[config.mk]
export PLATFORM = sky130hd
export DESIGN_NAME = pnp_config_register_file
export DESIGN_NICKNAME = d
export VERILOG_FILES = /design/src/hdl/pnp_cfg_pkg.sv /design/src/hdl/pnp_config_register_file.sv
export VERILOG_INCLUDE_DIRS = /design/src /design/src/hdl
export SDC_FILE = /design/constraint.sdc
export NUM_CORES = 1
export LEC_CHECK = 0
export BUFFER_PORTS_ARGS = -buffer_cell sky130_fd_sc_hd__buf_2
export CAP_MARGIN = 10
export CORE_MARGIN = 5
export CORE_UTILIZATION = 30
export CTS_BUF_LIST = sky130_fd_sc_hd__clkbuf_2 sky130_fd_sc_hd__clkbuf_4 sky130_fd_sc_hd__clkbuf_8
export DETAILED_ROUTE_END_ITERATION = 12
export PLACE_DENSITY_LB_ADDON = 0.12
export SKIP_LAST_GASP = 1
export SLEW_MARGIN = 20
export SYNTH_ARGS = -nofsm -noshare
export SYNTH_HDL_FRONTEND = slang
export SYNTH_SLANG_ARGS = --single-unit
[constraint.sdc]
create_clock -name mclk -period 5.63 [get_ports mclk]
set_input_delay 0.2815 -clock mclk [delete_from_list [all_inputs] [get_ports mclk]]
set_output_delay 0.2815 -clock mclk [all_outputs]
set_load 0.05 [all_outputs]
[src/hdl/pnp_cfg_regs.svh]
// Offsets, field positions, reset values and address constants of the configuration file.
`ifndef PNP_CFG_REGS_SVH
`define PNP_CFG_REGS_SVH
`define IDX_UNIT_SELECT 8'h07
`define IDX_ACTIVATE 8'h30
`define IDX_BASE_HIGH 8'h60
`define IDX_BASE_LOW 8'h61
`define IDX_IRQ_NUMBER 8'h70
`define IDX_IRQ_TYPE 8'h71
`define IDX_DMA_FIRST 8'h74
`define IDX_DMA_SECOND 8'h75
`define IDX_BANK_START 8'h30
`define ADDR_PAIR_LOW 16'h002e
`define ADDR_PAIR_HIGH 16'h164e
`define RST_POINTER 8'h00
`define RST_UNIT 8'h00
`define RST_DMA 3'h4
`define RD_UNMAPPED 8'h00
`define RD_NO_DMA 8'h04
`define UNIT_FIR_SP2 8'h02
`define UNIT_SP1 8'h03
`define UNIT_GPIO 8'h07
`define BIT_ACTIVATE 0
`define BIT_IRQ_POL 1
`define BIT_IRQ_TYPE 0
`endif

[src/hdl/pnp_cfg_pkg.sv]
// Types shared by the configuration register file.
package pnp_cfg_pkg;
  typedef enum logic [1:0] {
    bank_fir_sp2,
    bank_sp1,
    bank_gpio,
    bank_none
  } bank_t;
  typedef enum logic [1:0] {
    test_normal,
    test_float,
    test_xor,
    test_reserved
  } test_mode_t;
endpackage : pnp_cfg_pkg

[src/hdl/pnp_config_register_file.sv]
// Plug-and-play configuration register file behind an index/data byte pair.
//
// Behaviour
// - Base strap picks pair 2Eh or 164Eh.
// - Index pointer reads back, resets 00h.
// - Data byte accesses register pointed to.
// - Index 07h holds the logical unit number.
// - Index 30h and above reach selected bank.
// - Unit and global registers unbanked; four banks.
// - Units 02h, 03h, 07h; others reserved.
// - Unimplemented ignore writes; read 00h, 74h/75h 04h.
// - Accesses accepted from the second clock after reset ends, once straps are taken.
// - Reserved bits read zero; host uses RMW.
// - Index 30h bit 0 activates the unit.
// - 60h/61h hold base address high/low.
// - 70h bits 3-0 select interrupt line.
// - 71h bit1 polarity, bit0 edge/level type.
// - Fixed-type units make type bit read-only.
// - 74h bits 2-0 first DMA channel.
// - 75h bits 2-0 second DMA channel.
// - Test straps latched: normal, float, xor, reserved.
// - Float mode releases every signal pin.
// - Xor mode chains all pins into output.
// - Activation attaches IRQ number and DMA channels; bank stays accessible.
// - Hardware reset loads every default.
`timescale 1ns/1ps
`include "pnp_cfg_regs.svh"
`default_nettype none
module pnp_config_register_file #(
  parameter int NUM_BANKS = 4,
  parameter int XOR_PINS = 16,
  // Per-bank 1 marks a unit whose interrupt type is fixed.
  parameter logic [3:0] FIXED_TYPE = 4'h0,
  parameter logic [3:0] FIXED_TYPE_VAL = 4'h0
) (
  // Clock and reset.
  input wire logic mclk,
  input wire logic rst,
  // Straps, sampled on the first clock after reset release.
  input wire logic config_base_strap,
  input wire logic test_strap,
  input wire logic float_select_strap,
  // Decoded 8-bit host I/O cycle.
  input wire logic io_valid,
  input wire logic io_write,
  input wire logic [15:0] io_addr,
  input wire logic [7:0] io_wdata,
  output logic io_claim,
  output logic [7:0] io_rdata,
  // Per-unit configuration outputs.
  output logic [NUM_BANKS-1:0] unit_active,
  output logic [NUM_BANKS*16-1:0] unit_io_base,
  output logic [NUM_BANKS*4-1:0] unit_irq_num,
  output logic [NUM_BANKS-1:0] unit_irq_pol,
  output logic [NUM_BANKS-1:0] unit_irq_level,
  output logic [NUM_BANKS*3-1:0] unit_dma0,
  output logic [NUM_BANKS*3-1:0] unit_dma1,
  // Board test.
  input wire logic [XOR_PINS-1:0] xor_chain_in,
  output logic all_pins_floated_mode,
  output logic xor_mode,
  output logic xor_out,
  output logic [15:0] cfg_base_addr
);

  // The unit map and the two-bit bank select only serve exactly four banks.
  if (NUM_BANKS != 4) begin : g_bad_banks
    $error("NUM_BANKS must be 4");
  end
  // An empty chain would leave the chain output without a source.
  if (XOR_PINS < 1) begin : g_bad_chain
    $error("XOR_PINS must be positive");
  end

  logic [15:0] base_ff;
  logic straps_taken_ff;
  pnp_cfg_pkg::test_mode_t test_mode_ff;
  logic [7:0] pointer_ff;
  logic [7:0] logical_unit_number;
  logic [7:0] unit_ff;
  logic [NUM_BANKS-1:0] act_ff;
  logic [7:0] bhi_ff [NUM_BANKS];
  logic [7:0] blo_ff [NUM_BANKS];
  logic [3:0] irq_ff [NUM_BANKS];
  logic [NUM_BANKS-1:0] pol_ff;
  logic [NUM_BANKS-1:0] typ_ff;
  logic [2:0] dma0_ff [NUM_BANKS];
  logic [2:0] dma1_ff [NUM_BANKS];
  logic [7:0] io_rdata_ff;
  logic hit_index;
  logic hit_data;
  logic wr_data;
  logic bank_ok;
  logic [1:0] bank_sel;
  logic [7:0] nxt_rdata;

  assign logical_unit_number = unit_ff;

  // Straps are caught on the first clock after reset release, never under reset.
  // strap sampling
  always_ff @(posedge mclk or posedge rst) begin
    if (rst) begin
      straps_taken_ff <= 1'b0;
      base_ff <= `ADDR_PAIR_HIGH;
      test_mode_ff <= pnp_cfg_pkg::test_normal;
    end else if (!straps_taken_ff) begin
      straps_taken_ff <= 1'b1;
      base_ff <= config_base_strap ? `ADDR_PAIR_HIGH : `ADDR_PAIR_LOW;
      case ({test_strap, float_select_strap})
        2'b11: test_mode_ff <= pnp_cfg_pkg::test_normal;
        2'b10: test_mode_ff <= pnp_cfg_pkg::test_float;
        2'b01: test_mode_ff <= pnp_cfg_pkg::test_xor;
        default: test_mode_ff <= pnp_cfg_pkg::test_reserved;
      endcase
    end
  end

  always_comb begin
    hit_index = 1'b0;
    hit_data = 1'b0;
    if (io_valid && straps_taken_ff && io_addr == base_ff) begin
      hit_index = 1'b1;
    end else if (io_valid && straps_taken_ff && io_addr == base_ff + 16'h0001) begin
      hit_data = 1'b1;
    end
  end
  assign io_claim = hit_index | hit_data;
  assign wr_data = hit_data & io_write;

  always_comb begin
    bank_ok = 1'b1;
    bank_sel = 2'd0;
    if (logical_unit_number == `UNIT_FIR_SP2) begin
      bank_sel = 2'(pnp_cfg_pkg::bank_fir_sp2);
    end else if (logical_unit_number == `UNIT_SP1) begin
      bank_sel = 2'(pnp_cfg_pkg::bank_sp1);
    end else if (logical_unit_number == `UNIT_GPIO) begin
      bank_sel = 2'(pnp_cfg_pkg::bank_gpio);
    end else begin
      bank_ok = 1'b0;
    end
  end

  always_ff @(posedge mclk or posedge rst) begin
    if (rst) begin
      pointer_ff <= `RST_POINTER;
    end else if (hit_index && io_write) begin
      pointer_ff <= io_wdata;
    end
  end

  always_ff @(posedge mclk or posedge rst) begin
    if (rst) begin
      unit_ff <= `RST_UNIT;
    end else if (wr_data && pointer_ff == `IDX_UNIT_SELECT) begin
      unit_ff <= io_wdata;
    end
  end

  // The fourth bank is unreachable until a unit number maps to it.
  // four duplicated banks
  genvar g;
  generate
    for (g = 0; g < NUM_BANKS; g++) begin : g_bank
      logic sel;
      assign sel = wr_data && bank_ok && bank_sel == 2'(g);
      always_ff @(posedge mclk or posedge rst) begin
        if (rst) begin
          act_ff[g] <= 1'b0;
          bhi_ff[g] <= 8'h00;
          blo_ff[g] <= 8'h00;
          irq_ff[g] <= 4'h0;
          pol_ff[g] <= 1'b0;
          typ_ff[g] <= FIXED_TYPE_VAL[g];
          dma0_ff[g] <= `RST_DMA;
          dma1_ff[g] <= `RST_DMA;
        end else if (sel) begin
          if (pointer_ff == `IDX_ACTIVATE) begin
            act_ff[g] <= io_wdata[`BIT_ACTIVATE];
          end
          if (pointer_ff == `IDX_BASE_HIGH) begin
            bhi_ff[g] <= io_wdata;
          end
          if (pointer_ff == `IDX_BASE_LOW) begin
            blo_ff[g] <= io_wdata;
          end
          if (pointer_ff == `IDX_IRQ_NUMBER) begin
            irq_ff[g] <= io_wdata[3:0];
          end
          if (pointer_ff == `IDX_IRQ_TYPE) begin
            pol_ff[g] <= io_wdata[`BIT_IRQ_POL];
            if (!FIXED_TYPE[g]) begin
              typ_ff[g] <= io_wdata[`BIT_IRQ_TYPE];
            end
          end
          // Reserved values 5 to 7 are stored as written; the host must not use them.
          // first and second DMA channels
          if (pointer_ff == `IDX_DMA_FIRST) begin
            dma0_ff[g] <= io_wdata[2:0];
          end
          if (pointer_ff == `IDX_DMA_SECOND) begin
            dma1_ff[g] <= io_wdata[2:0];
          end
        end
      end
      // IRQ number and DMA channels are detached while the unit is inactive; base and IRQ type pass through.
      // IRQ number and DMA follow activation
      assign unit_active[g] = act_ff[g];
      assign unit_io_base[g*16 +: 16] = {bhi_ff[g], blo_ff[g]};
      assign unit_irq_num[g*4 +: 4] = act_ff[g] ? irq_ff[g] : 4'h0;
      assign unit_irq_pol[g] = pol_ff[g];
      assign unit_irq_level[g] = typ_ff[g];
      assign unit_dma0[g*3 +: 3] = act_ff[g] ? dma0_ff[g] : `RST_DMA;
      assign unit_dma1[g*3 +: 3] = act_ff[g] ? dma1_ff[g] : `RST_DMA;
    end
  endgenerate

  // Read mux; bank registers stay readable whatever the activation state.
  // data port access
  always_comb begin
    nxt_rdata = `RD_UNMAPPED;
    if (hit_index) begin
      nxt_rdata = pointer_ff;
    end else if (pointer_ff == `IDX_UNIT_SELECT) begin
      nxt_rdata = unit_ff;
    end else if (pointer_ff >= `IDX_BANK_START && !bank_ok) begin
      if (pointer_ff == `IDX_DMA_FIRST || pointer_ff == `IDX_DMA_SECOND) begin
        nxt_rdata = `RD_NO_DMA;
      end
    end else if (pointer_ff == `IDX_ACTIVATE) begin
      nxt_rdata = {7'h00, act_ff[bank_sel]};
    end else if (pointer_ff == `IDX_BASE_HIGH) begin
      nxt_rdata = bhi_ff[bank_sel];
    end else if (pointer_ff == `IDX_BASE_LOW) begin
      nxt_rdata = blo_ff[bank_sel];
    end else if (pointer_ff == `IDX_IRQ_NUMBER) begin
      nxt_rdata = {4'h0, irq_ff[bank_sel]};
    end else if (pointer_ff == `IDX_IRQ_TYPE) begin
      nxt_rdata = {6'h00, pol_ff[bank_sel], typ_ff[bank_sel]};
    end else if (pointer_ff == `IDX_DMA_FIRST) begin
      nxt_rdata = {5'h00, dma0_ff[bank_sel]};
    end else if (pointer_ff == `IDX_DMA_SECOND) begin
      nxt_rdata = {5'h00, dma1_ff[bank_sel]};
    end
  end

  always_ff @(posedge mclk or posedge rst) begin
    if (rst) begin
      io_rdata_ff <= 8'h00;
    end else if (io_claim && !io_write) begin
      io_rdata_ff <= nxt_rdata;
    end
  end
  assign io_rdata = io_rdata_ff;

  // The chain is combinational so the board sees pin changes without a clock.
  // test mode and base address outputs
  assign all_pins_floated_mode = test_mode_ff == pnp_cfg_pkg::test_float;
  assign xor_mode = test_mode_ff == pnp_cfg_pkg::test_xor;
  assign xor_out = xor_mode ? ^xor_chain_in : 1'b0;
  assign cfg_base_addr = base_ff;

endmodule : pnp_config_register_file
`default_nettype wire

==> out/qor_table.md <==
| Parameter | Reported | Unit |
| --- | --- | --- |
| Area used by multi-input combinational logic | 3020 | sq um |
| Main area contributors after synthesis | sky130_fd_sc_hd__dfrtp_1 (49%), sky130_fd_sc_hd__mux2_2 (16%), sky130_fd_sc_hd__mux2i_1 (4.0%) | - |
| Global routing met2 resource utilization | 26.4 | % |
| Die span in x | 163 | um |
| Total power density per cell area | 249 | nW/um^2 |
| Data arrival time of the critical path | 3440 | ps |
| Height of the die | 163 | um |
| Critical Path RT | 5940 | ps |
| Antenna violations before repair | 0 | - |
| Mean number of vias per cell | 4.78 | - |
| Routed via count | 5,151 | - |
| First-pass GRT wire length | 32,600 | um |
| Clk Tree Root Cell | sky130_fd_sc_hd__clkbuf_8 | - |
| Number of enable-type register cells in the synthesized netlist | 0 | - |
| Number of cell rows | 55 | - |
| Peak ir drop on the vdd network | 0.123 | mV |
| Final period demand of the worst path | 3140 | ps |
| Post-synthesis sequential element count | 145 | - |
| Leakage power summed over all cells | 4.49 | nW |
| Number of clock buffers inserted by TritonCTS | 17 | - |
| Depth of the worst register-to-register path | 6 | - |
| Source of the worst register-to-register timing path | cfg_base_addr[10] | - |
| Final RePlAce weighted congestion | 0.811 | - |
| Maximum count of clock buffers along a single path | 2 | - |
| Clock latency on the worst-skew pair | 450 | ps |
| Endpoint type of the worst setup path | register | - |
| DRT antenna net count | 0 | - |
| FF+latch area | 3640 | sq um |
| GR Overflow Total | 0 | - |
| Number of clock sinks | 145 | - |
| Final total negative setup slack | 0 | ps |
| Share of post-route cells with drive strength above 1 | 44.1 | % |
| Post-Syn Area | 6980 | sq um |
| Crit path setup slack, layout | 2490 | ps |
| Number of nets in the finished design | 798 | - |
| Worst min-delay path category | input port to async pin | - |
| GR Util All Layers | 16.1 | % |
| Count of routing violations after the opening detailed-route iteration | 268 | - |
| Synthesized instance count | 608 | - |
| Ports placed on the boundary | 191 | - |
| Top cell types by occurrence after synthesis | sky130_fd_sc_hd__dfrtp_1 (136), sky130_fd_sc_hd__mux2_2 (101), sky130_fd_sc_hd__clkbuf_1 (51) | - |
| Period utilization | 55.7 | % |
| Cell count after placement | 1,042 | - |
| Final setup vio count | 0 | - |
| Top cell type by total area after synthesis | sky130_fd_sc_hd__dfrtp_1 | - |
| Drt drc | 0 | - |
| Max cap viols | 0 | - |
| Critical path launch point type | register | - |
| Setup CP Type | register to register | - |
| Post-synth top area share | 48.8 | % |
| Post-DP HPWL | 15,400 | um |
| Final Cell Area | 8480 | sq um |
| Remaining max-slew budget at the tightest pin | 37.0 | % |
| Number of global-route vias before repair | 5,403 | - |
| Library cell with the highest instance count after synthesis | sky130_fd_sc_hd__dfrtp_1 | - |
| CTS Hold Buffers Added | 3 | - |
| Clk pin slew, worst setup/hold paths | 90 | ps |
| Synthesis-to-finish area growth | 21.5 | % |
| Pre-CTS worst setup slack | 2510 | ps |
| Worst-case clock skew | 10.6 | ps |
| Post-layout utilization of the core | 37.2 | % |
| Full die area | 26,400 | sq um |
| I/O Buffers | 179 | - |
| Number of warnings printed during yosys synthesis | 0 | - |
| Aggregate routed wire length | 21,200 | um |
| Timing-limited maximum frequency | 319 | MHz |
| Post-cts gate resize count | 0 | - |
| Pre-antenna DRT Iters | 5 | - |
| Synthesized area per cell | 11.5 | sq um |
| Register area share after synthesis | 52.1 | % |
| Std-Cell Core Area | 22,800 | sq um |
| Hold violation total from the final report | 0 | - |
| Number of fill cells in the layout | 2,281 | - |
| Met1 track demand over resource | 21.1 | % |
| Transition at the pin with the smallest max-transition slack | 937 | ps |
| Wire per inst | 19.7 | um |
| Maximum number of pins on one net before global-route repair | 101 | - |
| Post-synth top flop | sky130_fd_sc_hd__dfrtp_1 | - |
| Placed Instance Area | 8010 | sq um |
| Final non-filler cell total | 1,077 | - |
| Starting Density | 30.6 | % |
| R2r setup slk | 2490 | ps |
| Result of the run | complete, no violations | - |
| Distinct cell type count of the synthesized netlist | 55 | - |
| Ant diodes | 0 | - |
| Final count of pins violating max slew | 0 | - |
| Critical path destination | io_rdata[0] | - |
| GRT met3 Usage | 4.45 | % |
| Layer carrying the most global-route usage | met2 | - |
| Maximum net fanout on the critical path | 13 | - |
| Post-CTS setup buffers | 0 | - |
| Source of the critical timing path | cfg_base_addr[10] | - |
| Clock tree from TritonCTS | yes | - |
| Setup repair after global routing missed its margin | false | - |
| Async SR Flop Fraction | 100 | % |
| CTS H-tree lvls | 4 | - |
| Reg2Reg Capture Point | io_rdata[0] | - |
==> logic make-up after synthesis <==
group,Yosys count,synth area share (%)
AO/OA/AOI/OAI,77,7.17
XOR/XNOR,17,2.13
buffers and inverters,78,5.07
flip-flops,145,52.1
multiplexers,131,20.6
other,2,0.108
AND/OR/NAND/NOR,158,12.7
==> placed cells by master, fill, tap and decap left out, types with 6 or more instances in the layout <==
cell                       instances
sky130_fd_sc_hd__dfrtp_1         136
sky130_fd_sc_hd__mux2i_1          28
sky130_fd_sc_hd__nand3_1           7
sky130_fd_sc_hd__a21oi_1          25
sky130_fd_sc_hd__and2_1           37
sky130_fd_sc_hd__a211oi_1         13
sky130_fd_sc_hd__nand2_1          34
sky130_fd_sc_hd__mux2_2          101
sky130_fd_sc_hd__conb_1           12
sky130_fd_sc_hd__dfstp_2           9
sky130_fd_sc_hd__nor2_1           29
sky130_fd_sc_hd__nand2b_1         12
sky130_fd_sc_hd__clkbuf_8         18
sky130_fd_sc_hd__xnor2_1          15
sky130_fd_sc_hd__o211ai_1          8
sky130_fd_sc_hd__nand4_1           6
sky130_fd_sc_hd__buf_2           179
sky130_fd_sc_hd__o21ai_0          11
==> where the power goes <==
| group | switching (mW) | total, mW | internal (mW) |
|---|---|---|---|
| registers | 0.00364 | 1.05 | 1.04 |
| logic | 0.0976 | 0.136 | 0.0382 |
| clock network | 0.423 | 0.931 | 0.508 |
==> registers in the layout (all words and copies together) (netlist names) <==
signal,cells
dma0_ff,12
unit_active,4
io_rdata,8
unit_io_base,64
unit_irq_level,4
pointer_ff,8
dma1_ff,12
straps_taken_ff,1
unit_irq_pol,4
cfg_base_addr,2
logical_unit_number,8
test_mode_ff,2
irq_ff,16
==> area by class of cell <==
cell class              count  share of cell area, %
well taps                 313                   4.62
clock inverters            12                   2.15
clock buffers              20                   3.10
inverters                   6                  0.324
flip-flops and latches    145                   42.9
repair buffers            186                   11.3
multi-input cells         395                   35.6
==> per-stage QoR <==
step | total power, mW | hold WS, ps
after CTS | 2.15 | 64.3
after detailed placement | 1.21 | 356
final | 2.11 | 43.8
after global routing | 2.20 | 88.3
after global placement | 1.20 | 356
after floorplan | 1.17 | 371
==> metal layers <==
layer / share of wire (%) / up-vias
li1: - / 2385
met3: 6.2 / 23
met1: 44 / 2576
met2: 48 / 167
met5: 0 / -
met4: 1.5 / 0
==> worst min path at each step <==
stage                      startpoint          endpoint  slack [ps]
floorplan           config_base_strap  cfg_base_addr[5]         370
global placement           dma1_ff[2]        dma1_ff[2]         360
detailed placement         dma1_ff[2]        dma1_ff[2]         360
CTS                               rst  unit_io_base[11]          60
global route                      rst  unit_io_base[10]          90
finish                            rst  unit_io_base[11]          40
==> critical path: stages (launching register included) <==
cell and delay, ps:
sky130_fd_sc_hd__dfstp_2 410, sky130_fd_sc_hd__or4_1 570, sky130_fd_sc_hd__a211oi_2 400, sky130_fd_sc_hd__nor2b_1 800, sky130_fd_sc_hd__nand2_1 380, sky130_fd_sc_hd__o32ai_1 360
sky130_fd_sc_hd__a211oi_1 70
Note: power is estimated with default switching activity, not from simulation.
